**src/common/ipw_pkg.sv**
```systemverilog
// Constants shared by the image port write sequencer: register indices,
// field positions, reset values and timing figures.
// Assumes a single 50 MHz clock and a 32-bit classic Wishbone register bus.
//
// Notes on behaviour
// - Non-interlaced frame start loads image start address.
// - Interlaced odd field loads start plus row.
// - Mask zero advances address, writes nothing.
// - Full line count drops ready until sync.
// - Early line sync clears count, drops remainder.
// - Line sync edge adds row except on the first line after frame start, raises ready.
// - Interlaced line step is two rows.
// - Address generator configured by registers E0-E6.
// - Line length comes from registers F3-F4.
// - Port sustains up to 25 MB/s: one request edge per two 50 MHz clocks.
// - Bytes go to memory with address tracking.
`default_nettype none
package ipw_pkg;

	// ------------------------------------------------------------
	// Widths
	// ------------------------------------------------------------
	localparam int ADDR_W = 22;
	localparam int CNT_W  = 16;

	// ------------------------------------------------------------
	// Register indices (byte address is four times the index)
	// ------------------------------------------------------------
	localparam logic [7:0] IDX_START_LO  = 8'he0;
	localparam logic [7:0] IDX_START_MID = 8'he1;
	localparam logic [7:0] IDX_START_HI  = 8'he2;
	localparam logic [7:0] IDX_RSVD_E3   = 8'he3;
	localparam logic [7:0] IDX_ROW_LO    = 8'he4;
	localparam logic [7:0] IDX_ROW_HI    = 8'he5;
	localparam logic [7:0] IDX_RSVD_E6   = 8'he6;
	localparam logic [7:0] IDX_STATUS    = 8'hf0;
	localparam logic [7:0] IDX_CNT_LO    = 8'hf1;
	localparam logic [7:0] IDX_CNT_HI    = 8'hf2;
	localparam logic [7:0] IDX_LEN_LO    = 8'hf3;
	localparam logic [7:0] IDX_LEN_HI    = 8'hf4;
	localparam logic [7:0] IDX_CTRL      = 8'hf7;

	// ------------------------------------------------------------
	// Field positions
	// ------------------------------------------------------------
	localparam int CTRL_EN_BIT      = 0;
	localparam int CTRL_ILACE_BIT   = 1;
	localparam int STAT_READY_BIT   = 0;
	localparam int STAT_WAIT_BIT    = 1;
	localparam int STAT_FRAMED_BIT  = 2;
	localparam int START_HI_BITS    = ADDR_W - 16;

	// ------------------------------------------------------------
	// Reset values
	// ------------------------------------------------------------
	localparam logic [ADDR_W-1:0] START_RST = 22'h000000;
	localparam logic [CNT_W-1:0]  ROW_RST   = 16'h0000;
	localparam logic [CNT_W-1:0]  LEN_RST   = 16'h0000;
	localparam logic [7:0]        CTRL_RST  = 8'h00;

	// ------------------------------------------------------------
	// Timing
	// ------------------------------------------------------------
	localparam int CLK_PERIOD_NS = 20;
	localparam int BYTE_TIME_NS  = 25;   // One byte at 40 MB/s
	localparam int BYTE_CYC      = (BYTE_TIME_NS / CLK_PERIOD_NS) < 1 ? 1
	                               : (BYTE_TIME_NS / CLK_PERIOD_NS);
	localparam int SYNC_STAGES   = 2;

endpackage
`default_nettype wire

```
**src/common/ipw_cfg_if.sv**
```systemverilog
// Carrier between the register slave and the sequencer core.
// Assumes both ends sit on the same clock.
`timescale 1ns/10ps
`default_nettype none
interface ipw_cfg_if;
	logic [ipw_pkg::ADDR_W-1:0] start_addr;
	logic [ipw_pkg::CNT_W-1:0]  row_offset;
	logic [ipw_pkg::CNT_W-1:0]  xfer_len;
	logic                       interlace;
	logic                       port_en;
	logic                       ready;
	logic                       waiting;
	logic                       framed;
	logic [ipw_pkg::CNT_W-1:0]  dword_cnt;

	modport regs (output start_addr, row_offset, xfer_len, interlace, port_en,
	              input ready, waiting, framed, dword_cnt);
	modport core (input start_addr, row_offset, xfer_len, interlace, port_en,
	              output ready, waiting, framed, dword_cnt);
endinterface
`default_nettype wire

```
**src/rtl/ipw_sync.sv**
```systemverilog
// Two-flop synchroniser with an edge stage for a bundle of port inputs.
// Assumes inputs may change at any time relative to sys_clk.
`timescale 1ns/10ps
`default_nettype none
module ipw_sync
#(
	parameter int W = 1
)
(
	input  wire logic         sys_clk,
	input  wire logic         rstn,
	input  wire logic [W-1:0] async_in,
	output logic      [W-1:0] level,
	output logic      [W-1:0] rise,
	output logic      [W-1:0] fall
);
	if (W < 1)
	begin : g_bad_width
		$error("ipw_sync: W must be at least 1");
	end

	logic [W-1:0] meta;
	logic [W-1:0] stable;
	logic [W-1:0] prev;

	// Only the second stage and beyond are looked at by logic
	always_ff @(posedge sys_clk or negedge rstn)
	begin
		if (!rstn)
		begin
			meta   <= '0;
			stable <= '0;
			prev   <= '0;
		end
		else
		begin
			meta   <= async_in;
			stable <= meta;
			prev   <= stable;
		end
	end

	assign level = stable;
	assign rise  = stable & ~prev;
	assign fall  = ~stable & prev;
endmodule // ipw_sync
`default_nettype wire

```
**src/rtl/ipw_regs.sv**
```systemverilog
// Classic Wishbone register slave for the image port.
// Assumes 32-bit data; 8-bit registers in the low byte, one word each.
`timescale 1ns/10ps
`default_nettype none
module ipw_regs
(
	input  wire logic        sys_clk,
	input  wire logic        rstn,
	input  wire logic        wb_cyc_i,
	input  wire logic        wb_stb_i,
	input  wire logic        wb_we_i,
	input  wire logic [9:0]  wb_adr_i,
	input  wire logic [3:0]  wb_sel_i,
	input  wire logic [31:0] wb_dat_i,
	output logic      [31:0] wb_dat_o,
	output logic             wb_ack_o,
	ipw_cfg_if.regs          cfg
);
	logic [ipw_pkg::ADDR_W-1:0] start;
	logic [ipw_pkg::CNT_W-1:0]  row;
	logic [ipw_pkg::CNT_W-1:0]  len;
	logic [7:0]                 ctrl;
	logic                       ack;
	logic [31:0]                rdat;
	logic [ipw_pkg::ADDR_W-1:0] next_start;
	logic [ipw_pkg::CNT_W-1:0]  next_row;
	logic [ipw_pkg::CNT_W-1:0]  next_len;
	logic [7:0]                 next_ctrl;
	logic                       next_ack;
	logic [31:0]                next_rdat;
	logic                       take;
	logic [7:0]                 idx;
	logic [7:0]                 rbyte;

	assign take = wb_cyc_i && wb_stb_i && !ack;
	assign idx  = wb_adr_i[9:2];

	// ------------------------------------------------------------
	// Decode
	// ------------------------------------------------------------
	always_comb
	begin
		next_start = start;
		next_row   = row;
		next_len   = len;
		next_ctrl  = ctrl;
		next_ack   = take;
		next_rdat  = rdat;
		rbyte      = 8'h00;
		case (idx)
			ipw_pkg::IDX_START_LO:  rbyte = start[7:0];
			ipw_pkg::IDX_START_MID: rbyte = start[15:8];
			ipw_pkg::IDX_START_HI:  rbyte = {2'h0, start[ipw_pkg::ADDR_W-1:16]};
			ipw_pkg::IDX_ROW_LO:    rbyte = row[7:0];
			ipw_pkg::IDX_ROW_HI:    rbyte = row[15:8];
			ipw_pkg::IDX_LEN_LO:    rbyte = len[7:0];
			ipw_pkg::IDX_LEN_HI:    rbyte = len[15:8];
			ipw_pkg::IDX_CTRL:      rbyte = ctrl;
			ipw_pkg::IDX_STATUS:    rbyte = {5'h00, cfg.framed, cfg.waiting, cfg.ready};
			ipw_pkg::IDX_CNT_LO:    rbyte = cfg.dword_cnt[7:0];
			ipw_pkg::IDX_CNT_HI:    rbyte = cfg.dword_cnt[15:8];
			default:                rbyte = 8'h00;
		endcase
		if (take && !wb_we_i)
			next_rdat = {24'h000000, rbyte};
		if (take && wb_we_i && wb_sel_i[0])
		begin
			case (idx)
				ipw_pkg::IDX_START_LO:  next_start[7:0]  = wb_dat_i[7:0];
				ipw_pkg::IDX_START_MID: next_start[15:8] = wb_dat_i[7:0];
				ipw_pkg::IDX_START_HI:
					next_start[ipw_pkg::ADDR_W-1:16] = wb_dat_i[ipw_pkg::START_HI_BITS-1:0];
				ipw_pkg::IDX_ROW_LO:    next_row[7:0]    = wb_dat_i[7:0];
				ipw_pkg::IDX_ROW_HI:    next_row[15:8]   = wb_dat_i[7:0];
				ipw_pkg::IDX_LEN_LO:    next_len[7:0]    = wb_dat_i[7:0];
				ipw_pkg::IDX_LEN_HI:    next_len[15:8]   = wb_dat_i[7:0];
				ipw_pkg::IDX_CTRL:      next_ctrl        = wb_dat_i[7:0];
				default:                next_ctrl        = ctrl;
			endcase
		end
	end

	always_ff @(posedge sys_clk or negedge rstn)
	begin
		if (!rstn)
		begin
			start <= ipw_pkg::START_RST;
			row   <= ipw_pkg::ROW_RST;
			len   <= ipw_pkg::LEN_RST;
			ctrl  <= ipw_pkg::CTRL_RST;
			ack   <= 1'b0;
			rdat  <= 32'h00000000;
		end
		else
		begin
			start <= next_start;
			row   <= next_row;
			len   <= next_len;
			ctrl  <= next_ctrl;
			ack   <= next_ack;
			rdat  <= next_rdat;
		end
	end

	assign wb_ack_o       = ack;
	assign wb_dat_o       = rdat;
	assign cfg.start_addr = start;
	assign cfg.row_offset = row;
	assign cfg.xfer_len   = len;
	assign cfg.interlace  = ctrl[ipw_pkg::CTRL_ILACE_BIT];
	assign cfg.port_en    = ctrl[ipw_pkg::CTRL_EN_BIT];
endmodule // ipw_regs
`default_nettype wire

```
**src/rtl/ipw_top.sv**
```systemverilog
// Image port write sequencer: takes bytes from an asynchronous sender,
// generates linear display memory addresses and paces the sender.
// Assumes the display memory side accepts a write strobe on every cycle.
`timescale 1ns/10ps
`default_nettype none
module ipw_top
(
	input  wire logic                       sys_clk,
	input  wire logic                       rstn,
	input  wire logic                       wb_cyc_i,
	input  wire logic                       wb_stb_i,
	input  wire logic                       wb_we_i,
	input  wire logic [9:0]                 wb_adr_i,
	input  wire logic [3:0]                 wb_sel_i,
	input  wire logic [31:0]                wb_dat_i,
	output logic      [31:0]                wb_dat_o,
	output logic                            wb_ack_o,
	input  wire logic                       frame_sync_in,
	input  wire logic                       line_sync_in,
	input  wire logic                       odd_field_in,
	input  wire logic                       write_request_n,
	input  wire logic [7:0]                 pixel_byte_in,
	input  wire logic                       byte_mask_in,
	output logic                            port_ready_out,
	output logic                            mem_we,
	output logic      [ipw_pkg::ADDR_W-1:0] mem_addr,
	output logic      [7:0]                 mem_data
);
	// ------------------------------------------------------------
	// Elaboration checks
	// ------------------------------------------------------------
	// Request phases must outlast the synchroniser to be seen at all
	if (ipw_pkg::BYTE_CYC < ipw_pkg::SYNC_STAGES - 1)
	begin : g_rate_chk
		$error("ipw_top: clock too slow for the port byte rate");
	end

	// The row step is a zero-padded concatenation of fixed parts
	if (ipw_pkg::ADDR_W != ipw_pkg::CNT_W + 6)
	begin : g_width_chk
		$error("ipw_top: address width must be row width plus six");
	end

	typedef enum logic [1:0] {
		IPW_IDLE,
		IPW_LINE_WAIT,
		IPW_ACTIVE
	} ipw_state_t;

	localparam int SW = 13;

	// Rows are doublewords, so a row step is the offset times four bytes
	function automatic logic [ipw_pkg::ADDR_W-1:0] add_rows
	(
		input logic [ipw_pkg::ADDR_W-1:0] base,
		input logic [ipw_pkg::CNT_W-1:0]  off,
		input logic                       two
	);
		logic [ipw_pkg::ADDR_W-1:0] step;
		step = {4'h0, off, 2'b00};
		if (two)
			step = {step[ipw_pkg::ADDR_W-2:0], 1'b0};
		add_rows = base + step;
	endfunction

	ipw_cfg_if cfg ();

	// ------------------------------------------------------------
	// Register slave
	// ------------------------------------------------------------
	ipw_regs u_regs
	(
		.sys_clk  (sys_clk),
		.rstn     (rstn),
		.wb_cyc_i (wb_cyc_i),
		.wb_stb_i (wb_stb_i),
		.wb_we_i  (wb_we_i),
		.wb_adr_i (wb_adr_i),
		.wb_sel_i (wb_sel_i),
		.wb_dat_i (wb_dat_i),
		.wb_dat_o (wb_dat_o),
		.wb_ack_o (wb_ack_o),
		.cfg      (cfg.regs)
	);

	// ------------------------------------------------------------
	// Input synchroniser
	// ------------------------------------------------------------
	// Data and mask ride the same delay as the request so they stay aligned
	logic [SW-1:0] s_level;
	logic [SW-1:0] s_rise;
	logic [SW-1:0] s_fall;

	ipw_sync #(.W(SW)) u_sync
	(
		.sys_clk  (sys_clk),
		.rstn     (rstn),
		.async_in ({odd_field_in, byte_mask_in, pixel_byte_in,
		            frame_sync_in, line_sync_in, write_request_n}),
		.level    (s_level),
		.rise     (s_rise),
		.fall     (s_fall)
	);

	logic       wr_edge;
	logic       ls_lead;
	logic       fs_lead;
	logic [7:0] pix;
	logic       mask;
	logic       odd;

	assign wr_edge = s_fall[0];
	assign ls_lead = s_rise[1];
	assign fs_lead = s_rise[2];
	assign pix     = s_level[10:3];
	assign mask    = s_level[11];
	assign odd     = s_level[12];

	// ------------------------------------------------------------
	// Sequencer state
	// ------------------------------------------------------------
	ipw_state_t                 state;
	logic [ipw_pkg::ADDR_W-1:0] line_base;
	logic [ipw_pkg::ADDR_W-1:0] cur_addr;
	logic [ipw_pkg::CNT_W-1:0]  dword_cnt;
	logic [1:0]                 lane;
	logic                       first_line;
	logic                       we_q;
	logic [ipw_pkg::ADDR_W-1:0] addr_q;
	logic [7:0]                 data_q;

	ipw_state_t                 next_state;
	logic [ipw_pkg::ADDR_W-1:0] next_line_base;
	logic [ipw_pkg::ADDR_W-1:0] next_cur_addr;
	logic [ipw_pkg::CNT_W-1:0]  next_dword_cnt;
	logic [1:0]                 next_lane;
	logic                       next_first_line;
	logic                       next_we;
	logic [ipw_pkg::ADDR_W-1:0] next_addr;
	logic [7:0]                 next_data;
	logic [ipw_pkg::CNT_W-1:0]  cnt_inc;
	logic [ipw_pkg::ADDR_W-1:0] line_next;
	logic                       byte_take;

	assign cnt_inc = dword_cnt + 16'h0001;

	// Disable beats frame sync, which beats line sync; a write edge that
	// meets a sync edge in one cycle is dropped with the rest of the line
	always_comb
	begin
		next_state      = state;
		next_line_base  = line_base;
		next_cur_addr   = cur_addr;
		next_dword_cnt  = dword_cnt;
		next_lane       = lane;
		next_first_line = first_line;
		byte_take       = 1'b0;
		line_next       = add_rows(line_base, cfg.row_offset, cfg.interlace);
		if (!cfg.port_en)
		begin
			next_state = IPW_IDLE;
		end
		else if (fs_lead)
		begin
			// Frame start: wait for the first line sync with ready low
			if (cfg.interlace && odd)
				next_line_base = add_rows(cfg.start_addr, cfg.row_offset, 1'b0);
			else
				next_line_base = cfg.start_addr;
			next_cur_addr   = next_line_base;
			next_dword_cnt  = '0;
			next_lane       = 2'b00;
			next_first_line = 1'b1;
			next_state      = IPW_LINE_WAIT;
		end
		else if (ls_lead && state != IPW_IDLE)
		begin
			// Early sync drops the rest of the line and clears the count
			if (first_line)
			begin
				next_cur_addr = line_base;
			end
			else
			begin
				next_line_base = line_next;
				next_cur_addr  = line_next;
			end
			next_dword_cnt  = '0;
			next_lane       = 2'b00;
			next_first_line = 1'b0;
			next_state      = IPW_ACTIVE;
		end
		else
		begin
			case (state)
				IPW_IDLE:
				begin
					next_state = IPW_IDLE;
				end
				IPW_LINE_WAIT:
				begin
					next_state = IPW_LINE_WAIT;
				end
				IPW_ACTIVE:
				begin
					// Writes during line sync high are ignored
					if (wr_edge && !s_level[1])
					begin
						byte_take     = 1'b1;
						next_cur_addr = cur_addr + 22'h000001;
						next_lane     = lane + 2'b01;
						if (lane == 2'b11)
						begin
							next_dword_cnt = cnt_inc;
							if (cnt_inc == cfg.xfer_len)
								next_state = IPW_LINE_WAIT;
						end
					end
				end
				default:
				begin
					next_state = IPW_IDLE;
				end
			endcase
		end
	end

	always_ff @(posedge sys_clk or negedge rstn)
	begin
		if (!rstn)
		begin
			state      <= IPW_IDLE;
			line_base  <= ipw_pkg::START_RST;
			cur_addr   <= ipw_pkg::START_RST;
			dword_cnt  <= '0;
			lane       <= 2'b00;
			first_line <= 1'b0;
		end
		else
		begin
			state      <= next_state;
			line_base  <= next_line_base;
			cur_addr   <= next_cur_addr;
			dword_cnt  <= next_dword_cnt;
			lane       <= next_lane;
			first_line <= next_first_line;
		end
	end

	// ------------------------------------------------------------
	// Display memory write port
	// ------------------------------------------------------------
	// Masked bytes still move the pointer but never raise the strobe;
	// address and data register with the strobe so memory sees them aligned
	always_comb
	begin
		next_we   = 1'b0;
		next_addr = addr_q;
		next_data = data_q;
		if (byte_take)
		begin
			next_we   = mask;
			next_addr = cur_addr;
			next_data = pix;
		end
	end

	always_ff @(posedge sys_clk or negedge rstn)
	begin
		if (!rstn)
		begin
			we_q   <= 1'b0;
			addr_q <= ipw_pkg::START_RST;
			data_q <= 8'h00;
		end
		else
		begin
			we_q   <= next_we;
			addr_q <= next_addr;
			data_q <= next_data;
		end
	end

	// ------------------------------------------------------------
	// Outputs and status
	// ------------------------------------------------------------
	// One byte per detected request edge, so the rate is bounded by the
	// sender's toggle rate and by one fall per two clocks: 25 MB/s at 50 MHz
	assign port_ready_out = (state == IPW_ACTIVE);
	assign mem_we         = we_q;
	assign mem_addr       = addr_q;
	assign mem_data       = data_q;

	// ------------------------------------------------------------
	// Status towards the register slave
	// ------------------------------------------------------------
	// Ready is a plain decode of the state, so it drops as the line ends;
	// framed stays up from frame sync until the port is disabled
	assign cfg.ready     = (state == IPW_ACTIVE);
	assign cfg.waiting   = (state == IPW_LINE_WAIT);
	assign cfg.framed    = (state != IPW_IDLE);
	assign cfg.dword_cnt = dword_cnt;
endmodule // ipw_top
`default_nettype wire

```
**config.mk**
```make
export PLATFORM = sky130hd
export DESIGN_NAME = ipw_top
export DESIGN_NICKNAME = d
export VERILOG_FILES = /design/src/common/ipw_pkg.sv /design/src/common/ipw_cfg_if.sv /design/src/rtl/ipw_sync.sv /design/src/rtl/ipw_regs.sv /design/src/rtl/ipw_top.sv
export SDC_FILE = /design/constraint.sdc
export NUM_CORES = 1
export LEC_CHECK = 0
export BUFFER_PORTS_ARGS = -buffer_cell sky130_fd_sc_hd__buf_2
export CAP_MARGIN = 30
export CORE_MARGIN = 4
export CORE_UTILIZATION = 55
export CTS_CLUSTER_DIAMETER = 40
export CTS_CLUSTER_SIZE = 28
export DETAILED_ROUTE_END_ITERATION = 8
export GPL_TIMING_DRIVEN = 0
export PLACE_DENSITY = 0.8
export SLEW_MARGIN = 25
export SYNTH_ARGS = -nofsm -noshare
export SYNTH_HDL_FRONTEND = slang
export SYNTH_SLANG_ARGS = --single-unit
```
**constraint.sdc**
```tcl
create_clock -name sys_clk -period 5.4 [get_ports sys_clk]
set_input_delay 0.81 -clock sys_clk [delete_from_list [all_inputs] [get_ports sys_clk]]
set_output_delay 0.81 -clock sys_clk [all_outputs]
set_load 0.02 [all_outputs]
```
==> impl_metrics.yaml <==
floorplan:
  initial_core_util_pct: 55.7
  core_sq_mm: 0.0210
  die_h_um: 154
  die_x_um: 154
  row_count: 53
  ioPinCount: 129
  die_area_sq_mm: 0.0236
setup_path:
  crit_type: "reg2reg"
  crit_path_end_kind: "flop"
  r2r-end: "cur_addr[17]"
  timing.rr.start: "u_regs.ctrl[1]"
  required_ns: 5.69
  critPathLaunchType: "flop"
  timing.critical_path.from: "u_regs.ctrl[1]"
  worstRegToRegCells: 13
  path_max_fanout: 10
  crit_arrival_ns: 4.65
  reg2reg_setup_slack_ns: 1.04
clock_network:
  clk_path_buf_depth: 2
  cts_sinks: 196
  cts_buffers: 17
  cts_tree: "yes"
  h-tree-depth: 4
  cts_resized: 0
  postCtsHoldBufs: 0
  clkLatencyLatePin_ns: 0.44
  root_buffer: "clkbuf_16"
  postCtsSetupRepairBufs: 0
  clk_pin_slew_ns: 0.07
timing:
  tightest_slew_ns: 0.964
  max_freq_ghz: 0.230
  fin_skew_ns: 0.0134
  period_needed_ns: 4.36
  setup_tns_ns: 0
  fin_crit_sh_pct: 80.7
  setup_violations: 0
  max_slew_margin_pct: 35.5
  rsz0062_at_grt: "false"
  hold_violations: 0
  slew_violations: 0
grt:
  grt_pass1_wl_um: 56000
  grt_max_degree: 90
  grt_usage_pct: 29.9
  gr-total-overflow: 0
  grt_pass1_vias: 9896
  antenna_found_initial: 0
pwr:
  ir_drop_mv: 0.201
  total_leakage_power_nw: 6.23
  power_density_mw_per_mm2: 235
synth:
  netlist_instances: 1268
  synth_top_area_share_pct: 42.0
  synthDistinctLibCells: 77
  synthTopCellsByArea: "dfrtp_1 42%, mux2_2 7.5%, nand2_1 6.9%, ha_1 4.2%, o21ai_0 4.1%"
  synth.yosys.seq_area_share_pct: 42.0
  synth.cell_area_sq_mm: 0.0117
  avgSynthCellArea_sq_um: 9.21
  yosysTopAreaCell: "dfrtp_1"
  async_flop_share_pct: 100
  synth_enable_flop_cells: 0
  ys_seq_elements: 196
  ys.flop_type: "dfrtp_1"
  yosysWarnings: 0
job:
  cap_viol_max_count: 0
min_path:
  min-delay-path-class: "in2async"
drt:
  viasPerCell: 6.40
  wl_um: 35700
  via_count: 10700
  drt_iter0_drc: 1385
  ant_nets: 0
  drc: 0
  first_pass_iters: 6
  wire_per_inst_um: 21.3
layout:
  n_antenna_cell: 0
  nets: 1492
  syn_to_final_growth_pct: 13.2
  layoutNonFillerInstCount: 1675
  drive_gt1_share_pct: 17.2
  fillCellCount: 1734
placed_design:
  hpwl_um: 26100
  gp_congestion: 0.987
  placed_cells: 1642
  port_buffers: 73
status:
  status: "finished, final reports clean"
worst max-delay path: stages (launching register included):
cell and delay [ns]:
dfrtp_1 0.40, clkbuf_1 0.47, clkbuf_1 0.46, mux2i_1 0.42, inv_1 0.08, ha_1 0.30
a211oi_1 0.25, o21ai_1 0.20, o211ai_2 0.31, a211oi_1 0.19, or4_1 0.49, a211o_1 0.35
a32oi_1 0.21, nand2_1 0.07
power breakdown:
group | switching (W) | internal [W]
Combinational | 0.000126 | 0.0000597
Sequential | 0.0000186 | 0.00149
Clock | 0.000618 | 0.000798
cells by family (layout without fill, tap and decap cells):
family	Yosys count	count (layout)	share of synthesized area [%]
AOI/OAI and AO/OA	338	338	18.7
xor gates and xnor gates	48	48	3.60
adders and majority gates	41	41	4.52
buffers and inverters	105	214	4.29
DFF	196	196	42.0
muxes	95	95	8.98
other	1	24	0.0321
and+or+nand+nor	444	444	17.9
cell usage in the layout, fill, tap and decap left out, types with 6 or more instances in the layout:
master and n:
o211ai_1 13, dfrtp_1 196, inv_1 21, a22oi_1 19
o31ai_1 11, clkbuf_1 37, buf_2 86, buf_4 24
nand3_1 37, a21oi_1 73, nor3_1 20, nand4_1 14
or3_1 9, mux2i_1 17, and3_1 15, conb_1 24
a221oi_1 8, o21ai_0 95, a21o_1 14, nor2b_1 7
clkbuf_16 17, buf_1 9, nand2_1 214, a211oi_1 12
mux2_2 78, a31oi_1 18, nor2_1 80, xor2_1 21
o21a_1 6, and2_1 11, xnor2_1 27, ha_1 39
cell usage after synthesis, drive strengths merged, types with 9 or more instances:
cell type,count
a22oi,19
or3,9
o21ai,98
mux2i,17
mux2,78
a21o,14
nand2,214
nor3,22
buf,46
dfrtp,196
a21oi,73
xnor2,27
a31oi,18
ha,39
o211ai,14
inv,22
a211oi,12
o31ai,11
and2,11
nand4,16
xor2,21
clkbuf,37
nor2,80
nand3,37
and3,15
nor4,9
layer usage:
metal	wire length, um	track usage, %	vias to the layer above
li1	-	-	4798
met1	14600	43.4	5122
met2	15400	44.2	698
met3	4070	6.19	100
met4	1600	11.3	0
met5	0	0	-
registers in the layout, indices dropped and copies added (netlist names):
register and cells:
cur_addr 22, line_base 22, mem_addr 22, u_regs.cfg.start_addr 22, cfg.dword_cnt 16, u_regs.cfg.row_offset 16, u_regs.cfg.xfer_len 16, u_sync.level 13
u_sync.meta 13, mem_data 8, u_regs.ctrl 8, u_regs.wb_dat_o 8, u_sync.prev 3, lane 2, state 2, first_line 1
mem_we 1, u_regs.wb_ack_o 1
worst max-delay path by stage:
stage	end	cells past startpoint
after global placement	u_regs.wb_ack_o	1
after detailed placement	cur_addr[17]	13
after global routing	cur_addr[17]	13
after CTS	cur_addr[17]	13
after floorplan	cur_addr[17]	13
final	cur_addr[17]	13
through the flow:
stage | power (W) | hold WS, ns | utilization (%) | cell area, sq um | setup WS [ns]
floorplan | 0.00163 | 0.331 | - | 11800 | 1.90
CTS | 0.00312 | 0.238 | 63.0 | 13200 | 1.13
global placement | 0.00171 | 0.334 | 59.5 | 12500 | 0.330
finish | 0.00311 | 0.229 | 63.1 | 13200 | 1.04
global route | 0.00320 | 0.240 | 63.1 | 13200 | 0.826
detailed placement | 0.00172 | 0.337 | 59.9 | 12500 | 1.18
cell type report:
type / count / area, sq um / share of cell area, %
Buffer: 83 / 418 / 3.16
Clock buffer: 17 / 425 / 3.22
Clock inverter: 15 / 236 / 1.79
Inverter: 22 / 82.6 / 0.625
Multi-Input combinational cell: 990 / 6360 / 48.2
Sequential cell: 196 / 4900 / 37.1
Tap cell: 275 / 344 / 2.60
Timing Repair Buffer: 77 / 440 / 3.33
(Power assumes the default switching activity.)
